$ cat config.mk
export PLATFORM = sky130hd
export DESIGN_NAME = ufc_core
export DESIGN_NICKNAME = d
export VERILOG_FILES = /design/src/verilog/ufc_pkg.sv /design/src/verilog/ufc_fifo.sv /design/src/verilog/ufc_baud.sv /design/src/verilog/ufc_core.sv
export SDC_FILE = /design/constraint.sdc
export NUM_CORES = 1
export LEC_CHECK = 0
export BUFFER_PORTS_ARGS = -buffer_cell sky130_fd_sc_hd__buf_2
export CORE_AREA = 2 2 183 185
export CTS_BUF_LIST = sky130_fd_sc_hd__clkbuf_8
export DETAILED_ROUTE_END_ITERATION = 6
export DIE_AREA = 0 0 185 187
export GPL_TIMING_DRIVEN = 0
export PLACE_DENSITY = 0.81
export RECOVER_POWER = 25
export REMOVE_ABC_BUFFERS = 1
export SETUP_SLACK_MARGIN = 0.02
export SLEW_MARGIN = 20
export SYNTH_ARGS = -nofsm -noshare
export SYNTH_HDL_FRONTEND = slang
export SYNTH_SLANG_ARGS = --single-unit
$ cat constraint.sdc
create_clock -name clk_i -period 12.3 [get_ports clk_i]
set_input_delay 1.845 -clock clk_i [delete_from_list [all_inputs] [get_ports clk_i]]
set_output_delay 1.845 -clock clk_i [all_outputs]
set_load 0.005 [all_outputs]
$ cat src/verilog/ufc_pkg.sv
// What this block does
// break request holds line low; software two frames
// busy until fifo empty and stops sent
// receive available flag while fifo nonempty
// each read pops one received character
// each write pushes; full reported, software obeys
// baud reference selects system clock or oscillator
// software reprograms divisor after reference change
// baud divisor readable for true rate
// one frame setting for both directions
// one or two stop bits, both directions
// parity none, even, odd, one, zero
// disable finishes current character, flushes fifo
// infrared mode changes only while disabled
// character lengths five through eight bits
// rates from zero to reference over sixteen
// sixteen-times oversampling, sampled at bit centre
// idle high, low start bit, lsb first
package ufc_pkg;

    localparam int unsigned DATA_W        = 8;
    localparam int unsigned DIV_W         = 16;
    localparam int unsigned TX_DEPTH      = 16;
    localparam int unsigned RX_DEPTH      = 16;
    localparam int unsigned SYS_CLK_HZ    = 10_000_000;
    localparam int unsigned OSC_CLK_HZ    = 16_000_000;
    localparam int unsigned OVERSAMPLE    = 16;
    localparam logic [3:0]  TICK_LAST     = 4'(OVERSAMPLE - 1);
    localparam logic [3:0]  TICK_MID      = 4'(OVERSAMPLE / 2 - 1);
    localparam logic [2:0]  MIN_BITS_LAST = 3'h4;
    localparam logic [1:0]  WLEN_RESET    = 2'h3;

    typedef enum logic [2:0] {
        parity_none_sel,
        parity_even_sel,
        parity_odd_sel,
        parity_one_sel,
        parity_zero_sel
    } ufc_parity_t;

    typedef struct packed {
        logic [1:0]  wlen;
        logic        two_stop;
        ufc_parity_t parity;
    } ufc_frame_cfg_t;

    typedef struct packed {
        logic [DATA_W-1:0] data;
        logic              parity_err;
        logic              frame_err;
    } ufc_rx_char_t;

    typedef enum logic [2:0] {
        ST_IDLE,
        ST_START,
        ST_DATA,
        ST_PARITY,
        ST_STOP
    } ufc_state_t;

    function automatic logic [2:0] last_bit(input ufc_frame_cfg_t cfg);
        return MIN_BITS_LAST + 3'(cfg.wlen);
    endfunction : last_bit

    function automatic logic parity_bit(input logic [DATA_W-1:0] data,
                                        input ufc_frame_cfg_t    cfg);
        logic x;
        x = 1'b0;
        for (int i = 0; i < DATA_W; i++) begin
            if (3'(i) <= last_bit(cfg)) begin
                x = x ^ data[i];
            end
        end
        case (cfg.parity)
            parity_even_sel: return x;
            parity_odd_sel:  return ~x;
            parity_one_sel:  return 1'b1;
            default:         return 1'b0;
        endcase
    endfunction : parity_bit

endpackage : ufc_pkg

$ cat src/verilog/ufc_fifo.sv
`timescale 1ns/1ps
module ufc_fifo #(
    parameter int unsigned WIDTH = 8,
    parameter int unsigned DEPTH = 16
) (
    input  wire logic             clk_i,
    input  wire logic             rst_i,
    input  wire logic             flush_i,
    input  wire logic             push_i,
    input  wire logic [WIDTH-1:0] data_i,
    input  wire logic             pop_i,
    output logic      [WIDTH-1:0] head_o,
    output logic                  full_o,
    output logic                  empty_o
);
    localparam int unsigned AW = $clog2(DEPTH);

    initial begin
        if (DEPTH < 2 || (DEPTH & (DEPTH - 1)) != 0) begin
            $error("ufc_fifo depth must be a power of two, at least 2");
        end
    end

    logic [WIDTH-1:0] mem_q [DEPTH];
    logic [WIDTH-1:0] mem_d [DEPTH];
    logic [AW:0]      wr_q, wr_d, rd_q, rd_d;
    logic             do_push, do_pop;

    assign full_o  = (wr_q[AW] != rd_q[AW]) && (wr_q[AW-1:0] == rd_q[AW-1:0]);
    assign empty_o = (wr_q == rd_q);
    assign head_o  = mem_q[rd_q[AW-1:0]];
    assign do_push = push_i && !full_o && !flush_i;
    assign do_pop  = pop_i && !empty_o && !flush_i;

    always_comb begin
        mem_d = mem_q;
        wr_d  = wr_q;
        rd_d  = rd_q;
        if (flush_i) begin
            rd_d = wr_q;
        end
        if (do_push) begin
            mem_d[wr_q[AW-1:0]] = data_i;
            wr_d                = wr_q + 1'b1;
        end
        if (do_pop) begin
            rd_d = rd_q + 1'b1;
        end
    end

    always_ff @(posedge clk_i or posedge rst_i) begin
        if (rst_i) begin
            wr_q <= '0;
            rd_q <= '0;
            for (int i = 0; i < DEPTH; i++) begin
                mem_q[i] <= '0;
            end
        end else begin
            wr_q  <= wr_d;
            rd_q  <= rd_d;
            mem_q <= mem_d;
        end
    end
endmodule : ufc_fifo

$ cat src/verilog/ufc_baud.sv
`timescale 1ns/1ps
module ufc_baud #(
    parameter int unsigned DIV_W = 16
) (
    input  wire logic             clk_i,
    input  wire logic             rst_i,
    input  wire logic             ref_tick_i,
    input  wire logic [DIV_W-1:0] div_i,
    output logic                  tick16_o
);
    initial begin
        if (DIV_W < 1) begin
            $error("ufc_baud divisor width must be positive");
        end
    end

    logic [DIV_W-1:0] cnt_q, cnt_d;
    logic             tick_q, tick_d;

    // divisor zero parks the generator: the dc end of the range
    always_comb begin
        cnt_d  = cnt_q;
        tick_d = 1'b0;
        if (div_i == '0) begin
            cnt_d = '0;
        end else if (ref_tick_i) begin
            if (cnt_q >= div_i - 1'b1) begin
                cnt_d  = '0;
                tick_d = 1'b1;
            end else begin
                cnt_d = cnt_q + 1'b1;
            end
        end
    end

    always_ff @(posedge clk_i or posedge rst_i) begin
        if (rst_i) begin
            cnt_q  <= '0;
            tick_q <= 1'b0;
        end else begin
            cnt_q  <= cnt_d;
            tick_q <= tick_d;
        end
    end

    assign tick16_o = tick_q;
endmodule : ufc_baud

$ cat src/verilog/ufc_core.sv
`timescale 1ns/1ps
module ufc_core #(
    parameter int unsigned DIV_W    = ufc_pkg::DIV_W,
    parameter int unsigned TX_DEPTH = ufc_pkg::TX_DEPTH,
    parameter int unsigned RX_DEPTH = ufc_pkg::RX_DEPTH
) (
    input  wire logic                    clk_i,
    input  wire logic                    rst_i,
    input  wire logic                    enable_i,
    input  wire ufc_pkg::ufc_frame_cfg_t cfg_i,
    input  wire logic [DIV_W-1:0]        baud_div_i,
    output logic      [DIV_W-1:0]        baud_div_o,
    input  wire logic                    baud_ref_internal_osc_i,
    input  wire logic                    precision_internal_osc_tick_i,
    input  wire logic                    break_request_i,
    input  wire logic                    infrared_mode_i,
    output logic                         infrared_mode_o,
    input  wire logic                    tx_write_i,
    input  wire logic [7:0]              tx_data_i,
    output logic                         tx_full_o,
    output logic                         busy_o,
    input  wire logic                    rx_read_i,
    output ufc_pkg::ufc_rx_char_t        rx_char_o,
    output logic                         rx_avail_o,
    output logic                         rx_overrun_o,
    input  wire logic                    rxd_i,
    output logic                         txd_o
);
    initial begin
        if (DIV_W < 4 || TX_DEPTH < 2 || RX_DEPTH < 2) begin
            $error("ufc_core parameters out of range");
        end
    end

    // baud reference and oversampling tick
    logic ref_tick;
    logic tick;

    assign ref_tick = baud_ref_internal_osc_i ? precision_internal_osc_tick_i : 1'b1;

    ufc_baud #(
        .DIV_W (DIV_W)
    ) u_baud (
        .clk_i      (clk_i),
        .rst_i      (rst_i),
        .ref_tick_i (ref_tick),
        .div_i      (baud_div_i),
        .tick16_o   (tick)
    );

    // fifos
    logic                  tx_empty, tx_pop, tx_flush;
    logic [7:0]            tx_head;
    logic                  rx_empty, rx_full, rx_push;
    ufc_pkg::ufc_rx_char_t rx_head, rx_word;

    ufc_fifo #(
        .WIDTH (ufc_pkg::DATA_W),
        .DEPTH (TX_DEPTH)
    ) u_tx_fifo (
        .clk_i   (clk_i),
        .rst_i   (rst_i),
        .flush_i (tx_flush),
        .push_i  (tx_write_i),
        .data_i  (tx_data_i),
        .pop_i   (tx_pop),
        .head_o  (tx_head),
        .full_o  (tx_full_o),
        .empty_o (tx_empty)
    );

    ufc_fifo #(
        .WIDTH ($bits(ufc_pkg::ufc_rx_char_t)),
        .DEPTH (RX_DEPTH)
    ) u_rx_fifo (
        .clk_i   (clk_i),
        .rst_i   (rst_i),
        .flush_i (1'b0),
        .push_i  (rx_push),
        .data_i  (rx_word),
        .pop_i   (rx_read_i),
        .head_o  (rx_head),
        .full_o  (rx_full),
        .empty_o (rx_empty)
    );

    // transmitter
    ufc_pkg::ufc_state_t tx_st_q, tx_st_d;
    logic [3:0]          tx_cnt_q, tx_cnt_d;
    logic [2:0]          tx_bit_q, tx_bit_d;
    logic                tx_stop_q, tx_stop_d;
    logic [7:0]          tx_sh_q, tx_sh_d;
    logic                tx_par_q, tx_par_d;
    logic                txd_q, txd_d;
    logic                tx_bit_end;

    assign tx_bit_end = tick && (tx_cnt_q == ufc_pkg::TICK_LAST);
    // the current character is never cut short; the queue goes once idle
    assign tx_flush   = !enable_i && (tx_st_q == ufc_pkg::ST_IDLE);

    always_comb begin
        tx_st_d   = tx_st_q;
        tx_cnt_d  = tx_cnt_q;
        tx_bit_d  = tx_bit_q;
        tx_stop_d = tx_stop_q;
        tx_sh_d   = tx_sh_q;
        tx_par_d  = tx_par_q;
        tx_pop    = 1'b0;
        if (tx_st_q != ufc_pkg::ST_IDLE && tick) begin
            tx_cnt_d = tx_cnt_q + 4'h1;
        end
        case (tx_st_q)
            ufc_pkg::ST_IDLE: begin
                if (enable_i && !tx_empty) begin
                    tx_pop   = 1'b1;
                    tx_sh_d  = tx_head;
                    tx_par_d = ufc_pkg::parity_bit(tx_head, cfg_i);
                    tx_cnt_d = '0;
                    tx_st_d  = ufc_pkg::ST_START;
                end
            end
            ufc_pkg::ST_START: begin
                if (tx_bit_end) begin
                    tx_bit_d = '0;
                    tx_st_d  = ufc_pkg::ST_DATA;
                end
            end
            ufc_pkg::ST_DATA: begin
                if (tx_bit_end) begin
                    tx_sh_d  = {1'b0, tx_sh_q[7:1]};
                    tx_bit_d = tx_bit_q + 3'h1;
                    if (tx_bit_q == ufc_pkg::last_bit(cfg_i)) begin
                        tx_stop_d = 1'b0;
                        tx_st_d   = (cfg_i.parity == ufc_pkg::parity_none_sel) ?
                                    ufc_pkg::ST_STOP : ufc_pkg::ST_PARITY;
                    end
                end
            end
            ufc_pkg::ST_PARITY: begin
                if (tx_bit_end) begin
                    tx_st_d = ufc_pkg::ST_STOP;
                end
            end
            ufc_pkg::ST_STOP: begin
                if (tx_bit_end) begin
                    if (tx_stop_q == cfg_i.two_stop) begin
                        tx_st_d = ufc_pkg::ST_IDLE;
                    end else begin
                        tx_stop_d = 1'b1;
                    end
                end
            end
            default: tx_st_d = ufc_pkg::ST_IDLE;
        endcase
        case (tx_st_q)
            ufc_pkg::ST_START:  txd_d = 1'b0;
            ufc_pkg::ST_DATA:   txd_d = tx_sh_q[0];
            ufc_pkg::ST_PARITY: txd_d = tx_par_q;
            default:            txd_d = 1'b1;
        endcase
        // break overrides framing but the frame itself keeps running
        if (break_request_i) begin
            txd_d = 1'b0;
        end
    end

    always_ff @(posedge clk_i or posedge rst_i) begin
        if (rst_i) begin
            tx_st_q   <= ufc_pkg::ST_IDLE;
            tx_cnt_q  <= '0;
            tx_bit_q  <= '0;
            tx_stop_q <= 1'b0;
            tx_sh_q   <= '0;
            tx_par_q  <= 1'b0;
            txd_q     <= 1'b1;
        end else begin
            tx_st_q   <= tx_st_d;
            tx_cnt_q  <= tx_cnt_d;
            tx_bit_q  <= tx_bit_d;
            tx_stop_q <= tx_stop_d;
            tx_sh_q   <= tx_sh_d;
            tx_par_q  <= tx_par_d;
            txd_q     <= txd_d;
        end
    end

    assign txd_o  = txd_q;
    assign busy_o = !tx_empty || (tx_st_q != ufc_pkg::ST_IDLE);

    // receiver
    ufc_pkg::ufc_state_t rx_st_q, rx_st_d;
    logic [3:0]          rx_cnt_q, rx_cnt_d;
    logic [2:0]          rx_bit_q, rx_bit_d;
    logic                rx_stop_q, rx_stop_d;
    logic [7:0]          rx_sh_q, rx_sh_d;
    logic                rx_pe_q, rx_pe_d;
    logic                rx_fe_q, rx_fe_d;
    logic                rx_centre;
    logic [7:0]          rx_aligned;

    assign rx_centre  = tick && (rx_cnt_q == ufc_pkg::TICK_LAST);
    // shifted in from the top, so short characters need right alignment
    assign rx_aligned = rx_sh_q >> (3'h7 - ufc_pkg::last_bit(cfg_i));

    always_comb begin
        rx_st_d   = rx_st_q;
        rx_cnt_d  = rx_cnt_q;
        rx_bit_d  = rx_bit_q;
        rx_stop_d = rx_stop_q;
        rx_sh_d   = rx_sh_q;
        rx_pe_d   = rx_pe_q;
        rx_fe_d   = rx_fe_q;
        rx_push   = 1'b0;
        rx_word   = '{data: rx_aligned, parity_err: rx_pe_q, frame_err: rx_fe_q};
        if (rx_st_q != ufc_pkg::ST_IDLE && tick) begin
            rx_cnt_d = rx_cnt_q + 4'h1;
        end
        case (rx_st_q)
            ufc_pkg::ST_IDLE: begin
                if (enable_i && tick && !rxd_i) begin
                    rx_cnt_d = '0;
                    rx_pe_d  = 1'b0;
                    rx_fe_d  = 1'b0;
                    rx_st_d  = ufc_pkg::ST_START;
                end
            end
            ufc_pkg::ST_START: begin
                if (tick && rx_cnt_q == ufc_pkg::TICK_MID) begin
                    // a glitch shorter than half a bit is not a start bit
                    rx_cnt_d = '0;
                    rx_bit_d = '0;
                    rx_st_d  = rxd_i ? ufc_pkg::ST_IDLE : ufc_pkg::ST_DATA;
                end
            end
            ufc_pkg::ST_DATA: begin
                if (rx_centre) begin
                    rx_sh_d  = {rxd_i, rx_sh_q[7:1]};
                    rx_bit_d = rx_bit_q + 3'h1;
                    if (rx_bit_q == ufc_pkg::last_bit(cfg_i)) begin
                        rx_stop_d = 1'b0;
                        rx_st_d   = (cfg_i.parity == ufc_pkg::parity_none_sel) ?
                                    ufc_pkg::ST_STOP : ufc_pkg::ST_PARITY;
                    end
                end
            end
            ufc_pkg::ST_PARITY: begin
                if (rx_centre) begin
                    rx_pe_d = rxd_i != ufc_pkg::parity_bit(rx_aligned, cfg_i);
                    rx_st_d = ufc_pkg::ST_STOP;
                end
            end
            ufc_pkg::ST_STOP: begin
                if (rx_centre) begin
                    rx_fe_d       = rx_fe_q || !rxd_i;
                    rx_word.frame_err = rx_fe_q || !rxd_i;
                    if (rx_stop_q == cfg_i.two_stop) begin
                        rx_push = !rx_full;
                        rx_st_d = ufc_pkg::ST_IDLE;
                    end else begin
                        rx_stop_d = 1'b1;
                    end
                end
            end
            default: rx_st_d = ufc_pkg::ST_IDLE;
        endcase
    end

    always_ff @(posedge clk_i or posedge rst_i) begin
        if (rst_i) begin
            rx_st_q   <= ufc_pkg::ST_IDLE;
            rx_cnt_q  <= '0;
            rx_bit_q  <= '0;
            rx_stop_q <= 1'b0;
            rx_sh_q   <= '0;
            rx_pe_q   <= 1'b0;
            rx_fe_q   <= 1'b0;
        end else begin
            rx_st_q   <= rx_st_d;
            rx_cnt_q  <= rx_cnt_d;
            rx_bit_q  <= rx_bit_d;
            rx_stop_q <= rx_stop_d;
            rx_sh_q   <= rx_sh_d;
            rx_pe_q   <= rx_pe_d;
            rx_fe_q   <= rx_fe_d;
        end
    end

    // software side registers
    ufc_pkg::ufc_rx_char_t rx_char_q, rx_char_d;
    logic                  ovr_q, ovr_d;
    logic                  ir_q, ir_d;
    logic [DIV_W-1:0]      div_q, div_d;

    always_comb begin
        rx_char_d = rx_char_q;
        if (rx_read_i && !rx_empty) begin
            rx_char_d = rx_head;
        end
        ovr_d = (rx_st_q == ufc_pkg::ST_STOP) && rx_centre &&
                (rx_stop_q == cfg_i.two_stop) && rx_full;
        // mode only follows software while the unit is off
        ir_d  = enable_i ? ir_q : infrared_mode_i;
        div_d = baud_div_i;
    end

    always_ff @(posedge clk_i or posedge rst_i) begin
        if (rst_i) begin
            rx_char_q <= '0;
            ovr_q     <= 1'b0;
            ir_q      <= 1'b0;
            div_q     <= '0;
        end else begin
            rx_char_q <= rx_char_d;
            ovr_q     <= ovr_d;
            ir_q      <= ir_d;
            div_q     <= div_d;
        end
    end

    assign rx_char_o       = rx_char_q;
    assign rx_avail_o      = !rx_empty;
    assign rx_overrun_o    = ovr_q;
    assign infrared_mode_o = ir_q;
    assign baud_div_o      = div_q;
endmodule : ufc_core

==> Word level (Yosys, flattened, before mapping) <==
Index checks and enable logic that the tools add are counted.
{ "op_classes": {"n_addsub": 12, "n_lt_le_gt_ge": 15, "n_eq_ne": 41, "shifts": 1, "muxes": 130, "n_bitwise": 20, "n_reduce_logical": 57} }
{ "ops": {"columns": ["operator", "n"], "rows": [
  ["160-bit bitwise mux", 1],
  ["128-bit bitwise mux", 1],
  ["1-bit 2-to-1 mux", 72],
  ["3-bit 2-to-1 mux", 19],
  ["16-bit 2-to-1 mux", 3],
  ["10-bit binary-select mux with 4-bit select", 1],
  ["10-bit demux with 4-bit select", 1],
  ["8-bit 2-to-1 mux", 5],
  ["8-bit binary-select mux with 4-bit select", 1],
  ["8-bit demux with 4-bit select", 1],
  ["10-bit 2-to-1 mux", 3],
  ["2-bit != test (second input constant)", 15],
  ["3-bit one-hot mux with 5 select lines", 2],
  ["4-bit 2-to-1 mux", 6],
  ["1-bit logical AND", 22],
  ["5-bit by 1-bit adder with 5-bit output (second input constant)", 4],
  ["5-bit >= comparator (second input constant)", 4],
  ["4-bit inverter with 5-bit output", 4],
  ["3-bit by 2-bit == test with 1-bit output (second input constant)", 6],
  ["2-bit nonzero test", 9],
  ["16-bit by 1-bit adder with 16-bit output (second input constant)", 1],
  ["16-bit >= comparator", 1],
  ["16-bit zero test", 1],
  ["8-bit one-hot mux with 2 select lines", 1],
  ["other kinds (36)", 92]
]} }
{ "word_totals": {"register_bits": 395, "output_inout_bits": 32, "word_cells": 334} }

==> Logic depth before layout (Yosys ltp) <==
{ "depth": {"word_depth": 41, "mapped_depth": 15, "ltp_nobuf": 14} }

==> Hierarchy <==
Synthesis repeated with hierarchy kept, for this count alone.
{ "hier_totals": {"hier_cells": 1552, "hier_area_um2": 20113.0} }
{ "by_module_without_submodules": {"columns": ["mod", "instances", "cells_per_inst", "area_each_um2"], "rows": [
  ["ufc_fifo at u_rx_fifo", 1, 546, 8309.2],
  ["ufc_fifo at u_tx_fifo", 1, 463, 6713.9],
  ["ufc_core", 1, 368, 3587.2],
  ["ufc_baud", 1, 175, 1502.7]
]} }

==> Least setup slack after synthesis <==
Ideal clock, no wire load.
{ "synth_timing": {"path_type": "in2reg", "from": "input baud_div_i[0]", "to": "register u_baud.cnt_q[2]", "setup_time_ps": 79, "arrival_ps": 4599, "required_ps": 12221, "path_slack_ps": 7621, "stages": 14, "n_path_buf": 1, "cell_sequence": "inv_1 -> ha_1 -> nor3b_1 -> nand2_1 -> or2_2 -> nor4_1 -> xnor2_1 -> ha_1 -> a21o_1 -> a21oi_1 -> nor2b_1 -> clkbuf_1 -> a31oi_1 -> mux2i_1"} }
{ "synth_via": {"elab_chain_len": 5, "word_cells_on_any_way": 7} }
{ "synth_lines": {"columns": ["element", "line", "text"], "rows": [
  ["start, declared", "ufc_core.sv:11", "input wire logic [DIV_W-1:0] baud_div_i,"],
  ["16-bit by 1-bit subtractor with 16-bit output", "ufc_baud.sv:27", "if (cnt_q >= div_i - 1'b1) begin"],
  ["16-bit >= comparator", "ufc_baud.sv:27", null],
  ["16-bit 2-to-1 mux", "ufc_baud.sv:27", null],
  ["16-bit 2-to-1 mux", "ufc_baud.sv:26", "end else if (ref_tick_i) begin"],
  ["16-bit 2-to-1 mux", "ufc_baud.sv:24", "if (div_i == '0) begin"],
  ["end signal, assigned", "ufc_baud.sv:41", "cnt_q <= cnt_d;"],
  ["end, declared", "ufc_baud.sv:17", "logic [DIV_W-1:0] cnt_q, cnt_d;"]
]} }
Several ways; a longest one is shown, not always the timed one. The select of a mux whose other input is x is not followed.
A chain may end at the register's enable or synchronous reset.

==> Worst setup path after layout <==
{ "layout_timing": {"from": "input baud_div_i[0]", "to": "register u_baud.cnt_q[13]"} }
Same word-level chain as after synthesis.

==> reports/results.txt <==
TritonCTS built the clock tree. For this design the ratio of total power to cell area is 184 mW/mm². Number of placed I/O pins: 72.

Clock-pin slew was measured on the worst setup and hold paths at 0.06 ns. For this run the aggregate overflow at the end of global routing stands at 0. After detailed routing, the average wire length per cell comes to 18.6 µm. In this run the worst setup path begins at baud_div_i[0].

The total cell area at the placement stage is 0.0194 mm². The startpoint-to-endpoint class of the critical path is in2reg. In this run, synthesis produced a sequential element count of 395. In this run, synthesis inferred 0 flip-flops with an integrated enable. For the layout net count, the log shows 1690. The sort of element at the end of the critical path was a flip-flop. The warning count from the yosys run is 0, and the largest clock skew in the final design is 0.0187 ns. The async set-reset flop share out of synthesis is 100%, and the depth of the most critical reg-to-reg path is 6. Setup violations remaining at the end of the flow were counted as 0. The destination of the critical timing path is u_baud.cnt_q[13]$_DFFE_PP0P_. The floorplan step defined a die boundary enclosing 0.0346 mm². The reg-to-reg critical path startpoint was u_baud.tick16_o$_DFF_PP0_. The cell area that synthesis handed to floorplanning was 0.0187 mm². The initial utilization of the core area, before any placement, comes to 57.0%. In this run, CTS created clock tree buffers numbering 67.

The weighted congestion at the end of routability-driven global placement is 0.803. After layout, the worst path uses 43.2% of the clock period. The fraction of the yosys area taken by sequential cells was 52.8%; the H-tree depth reported by CTS was 3. The finished cells cover 0.0207 mm². For this run, design rule violations remaining after detail routing come to 0. Leaving out filler cells and counting taps, the final layout contains 2109. For the worst relative slew slack, the log shows -123%.

The initialized floorplan defines 67 standard-cell rows. Summed over all layers, the routed wires come to 39200 µm. The standard cell core area is 0.0329 mm². The logs give 0 for the post-CTS repair timing setup buffer count and 12482 for the detailed-route via count. Hold timing on the final database bottoms out at a slack of 0.474 ns. The total of fill cells in the finished design is 2500, and the number of clock sinks seen by CTS is 395.

Including well taps, the total number of placed cells is 1996. Across the VDD grid, the largest voltage drop is 0.000149 V. After legalization and detailed placement, the total HPWL measured 26100 µm. The tools report the number of cells produced by synthesis as 1565. The launching element type of the critical path is an input pin. Once detail routing completed, the nets flagged for antenna violations numbered 0. For the first-pass detailed-route iteration total, the log shows 7.

The setup check on the worst reg-to-reg path leaves a slack of 8.86 ns. After detailed routing, the number of vias per cell comes to 5.92. The aggregate global-route resource usage was 23.4%. The endpoint identified for the worst register-to-register timing path is u_rx_fifo.mem_q[1]$_DFFE_PP0P_. Setup repair after global routing left no endpoint under its margin.

At the later pin of the worst-skew pair, clock insertion delay measures 0.59 ns. Upper clock frequency limit: 188 MHz. The clock tree root driver cell was clkbuf_8. In the synthesized netlist the dominant register cell turns out to be dfrtp_1.

The final count of hold timing violations came out at 0. The checks that failed: max-capacitance violations, max-slew violations. The initial antenna violation count is 0. The area growth from synthesis to layout is 10.4%. Subtracting the final worst setup slack from the clock period gives 5.31 ns. The tools report the max-capacitance violation count as 1. Gates resized during post-CTS repair numbered 0. The number of buffer cells added on primary ports was 71; the global-route wire length before repair was 64700 µm. The netlist uses 66 different library cells. The tools report the maximum number of pins on one net before global-route repair as 115. The library cell used most frequently in the layout, excluding fill and tap cells, is dfrtp_1. The final-report max-slew violation count is 72. The DRC violation total after the first TritonRoute iteration is 886, and the leakage component of the power is 9.30 nW. The largest fanout of any net on the critical path came out at 15. In this run the worst hold path is classified as reg2reg.

Leaving out fill and tap cells, the most frequent cells in the layout are dfrtp_1 (390), nand2_1 (259), o21ai_0 (180). Required time of the critical path: 12.77 ns. The average cell area after synthesis came out at 12.0 µm².

The fraction of layout instances using a drive strength above 1 came out at 24.2%. From bottom edge to top edge, the die measures 187 µm. Counting along the longest clock path gives a buffer depth of 3.

Die extent in x: 185 µm. The hold-fix buffer count after cts came out at 0. STA puts the critical path data arrival time at 5.78 ns.

At the pin with the least slew margin, the transition time is 3.33 ns. The run finished, with violations left. The run gives 12496 as the number of global-route vias before repair.

The number of antenna diodes in the final layout is 0.
-- layout make-up --
class	instances	area, µm²	area share, %
clock buffers	82	1130	5.46
clock inverters	30	169	0.817
inverters	21	80.1	0.387
multi-input cells	1054	8360	40.4
flip-flops and latches	395	9900	47.8
well taps	448	561	2.71
repair buffers	79	494	2.39
-- where the power goes --
part / switching (mW) / internal (mW)
logic: 0.373 / 0.486
registers: 0.242 / 1.56
clock network: 0.517 / 0.622
-- synthesized netlist by cell type, drive strengths merged (21+ instances only) --
cell | number | area share (%)
a21oi | 30 | 0.80
clkbuf | 80 | 1.7
dfrtp | 394 | 53
ha | 32 | 2.1
inv | 21 | 0.42
mux2 | 162 | 9.7
mux4 | 85 | 11
nand2 | 260 | 5.2
nand3 | 38 | 1.0
nor2 | 52 | 1.0
o21ai | 181 | 4.8
xnor2 | 40 | 1.9
xor2 | 22 | 1.0
-- flip-flops by register name, indices dropped and copies added, names as in the netlist, 4 cells and up --
name,flops
u_rx_fifo.mem_q,160
u_tx_fifo.mem_q,128
baud_div_o,16
u_baud.cnt_q,16
rx_char_o,10
rx_sh_q,8
tx_sh_q,8
u_rx_fifo.rd_q,5
u_rx_fifo.wr_q,5
u_tx_fifo.rd_q,5
u_tx_fifo.wr_q,5
rx_cnt_q,4
tx_cnt_q,4
-- through the flow --
stage	util (%)	worst slack (ns)	TNS, ns	total power [mW]
after floorplan	-	-0.526	-207.25	2.43
after global placement	58.5	-4.07	-1592.22	2.61
after detailed placement	59.0	6.35	0	2.68
after CTS	63.0	7.00	0	3.83
after global routing	62.9	6.55	0	3.99
final	62.9	6.99	0	3.80
-- critical path, stage by stage --
cell and delay (ns):
clkbuf_1 0.10, inv_1 0.09, ha_1 0.18, nor3b_1 0.38
nand2_1 0.22, or2_2 0.38, nor4_1 0.26, xnor2_1 0.17
ha_1 0.26, a21o_1 0.16, a21oi_1 0.17, nor2b_1 0.78
nand2_1 0.40, o311ai_0 0.40
-- metal layers --
metal / track usage (%) / up-vias / wire length (µm)
met4: 7.75 / 0 / 1080
met5: 0 / - / 0
met2: 38.4 / 327 / 19600
met3: 4.24 / 82 / 1670
met1: 31.9 / 6355 / 16900
li1: - / 5718 / -
-- kinds of logic (layout without fill, tap and decap cells) --
kind of cell	count (synthesis)	in the layout	synth area share (%)
flops	395	395	52.8
mux	263	263	21.3
xor+xnor	62	62	2.94
fa+ha+maj	32	32	2.14
compound gates	268	268	8.19
simple gates	429	429	9.95
buf+inv	116	212	2.77
-- how the worst min path moves through the flow --
| stage | end | slack (ns) | depth (start not counted) | start |
|---|---|---|---|---|
| global route | rx_bit_q[2]$_DFFE_PP0P_ | 0.50 | 1 | rx_bit_q[2]$_DFFE_PP0P_ |
| detailed placement | rx_sh_q[0]$_DFFE_PP0P_ | 0.46 | 2 | rx_sh_q[0]$_DFFE_PP0P_ |
| floorplan | rx_sh_q[0]$_DFFE_PP0P_ | 0.44 | 2 | rx_sh_q[0]$_DFFE_PP0P_ |
| global placement | u_rx_fifo.mem_q[103]$_DFFE_PP0P_ | 0.46 | 2 | u_rx_fifo.mem_q[103]$_DFFE_PP0P_ |
| CTS | rx_sh_q[0]$_DFFE_PP0P_ | 0.47 | 2 | rx_sh_q[0]$_DFFE_PP0P_ |
| finish | u_rx_fifo.mem_q[19]$_DFFE_PP0P_ | 0.47 | 2 | u_rx_fifo.mem_q[19]$_DFFE_PP0P_ |
No activity file was read; power rests on OpenSTA's default activity.
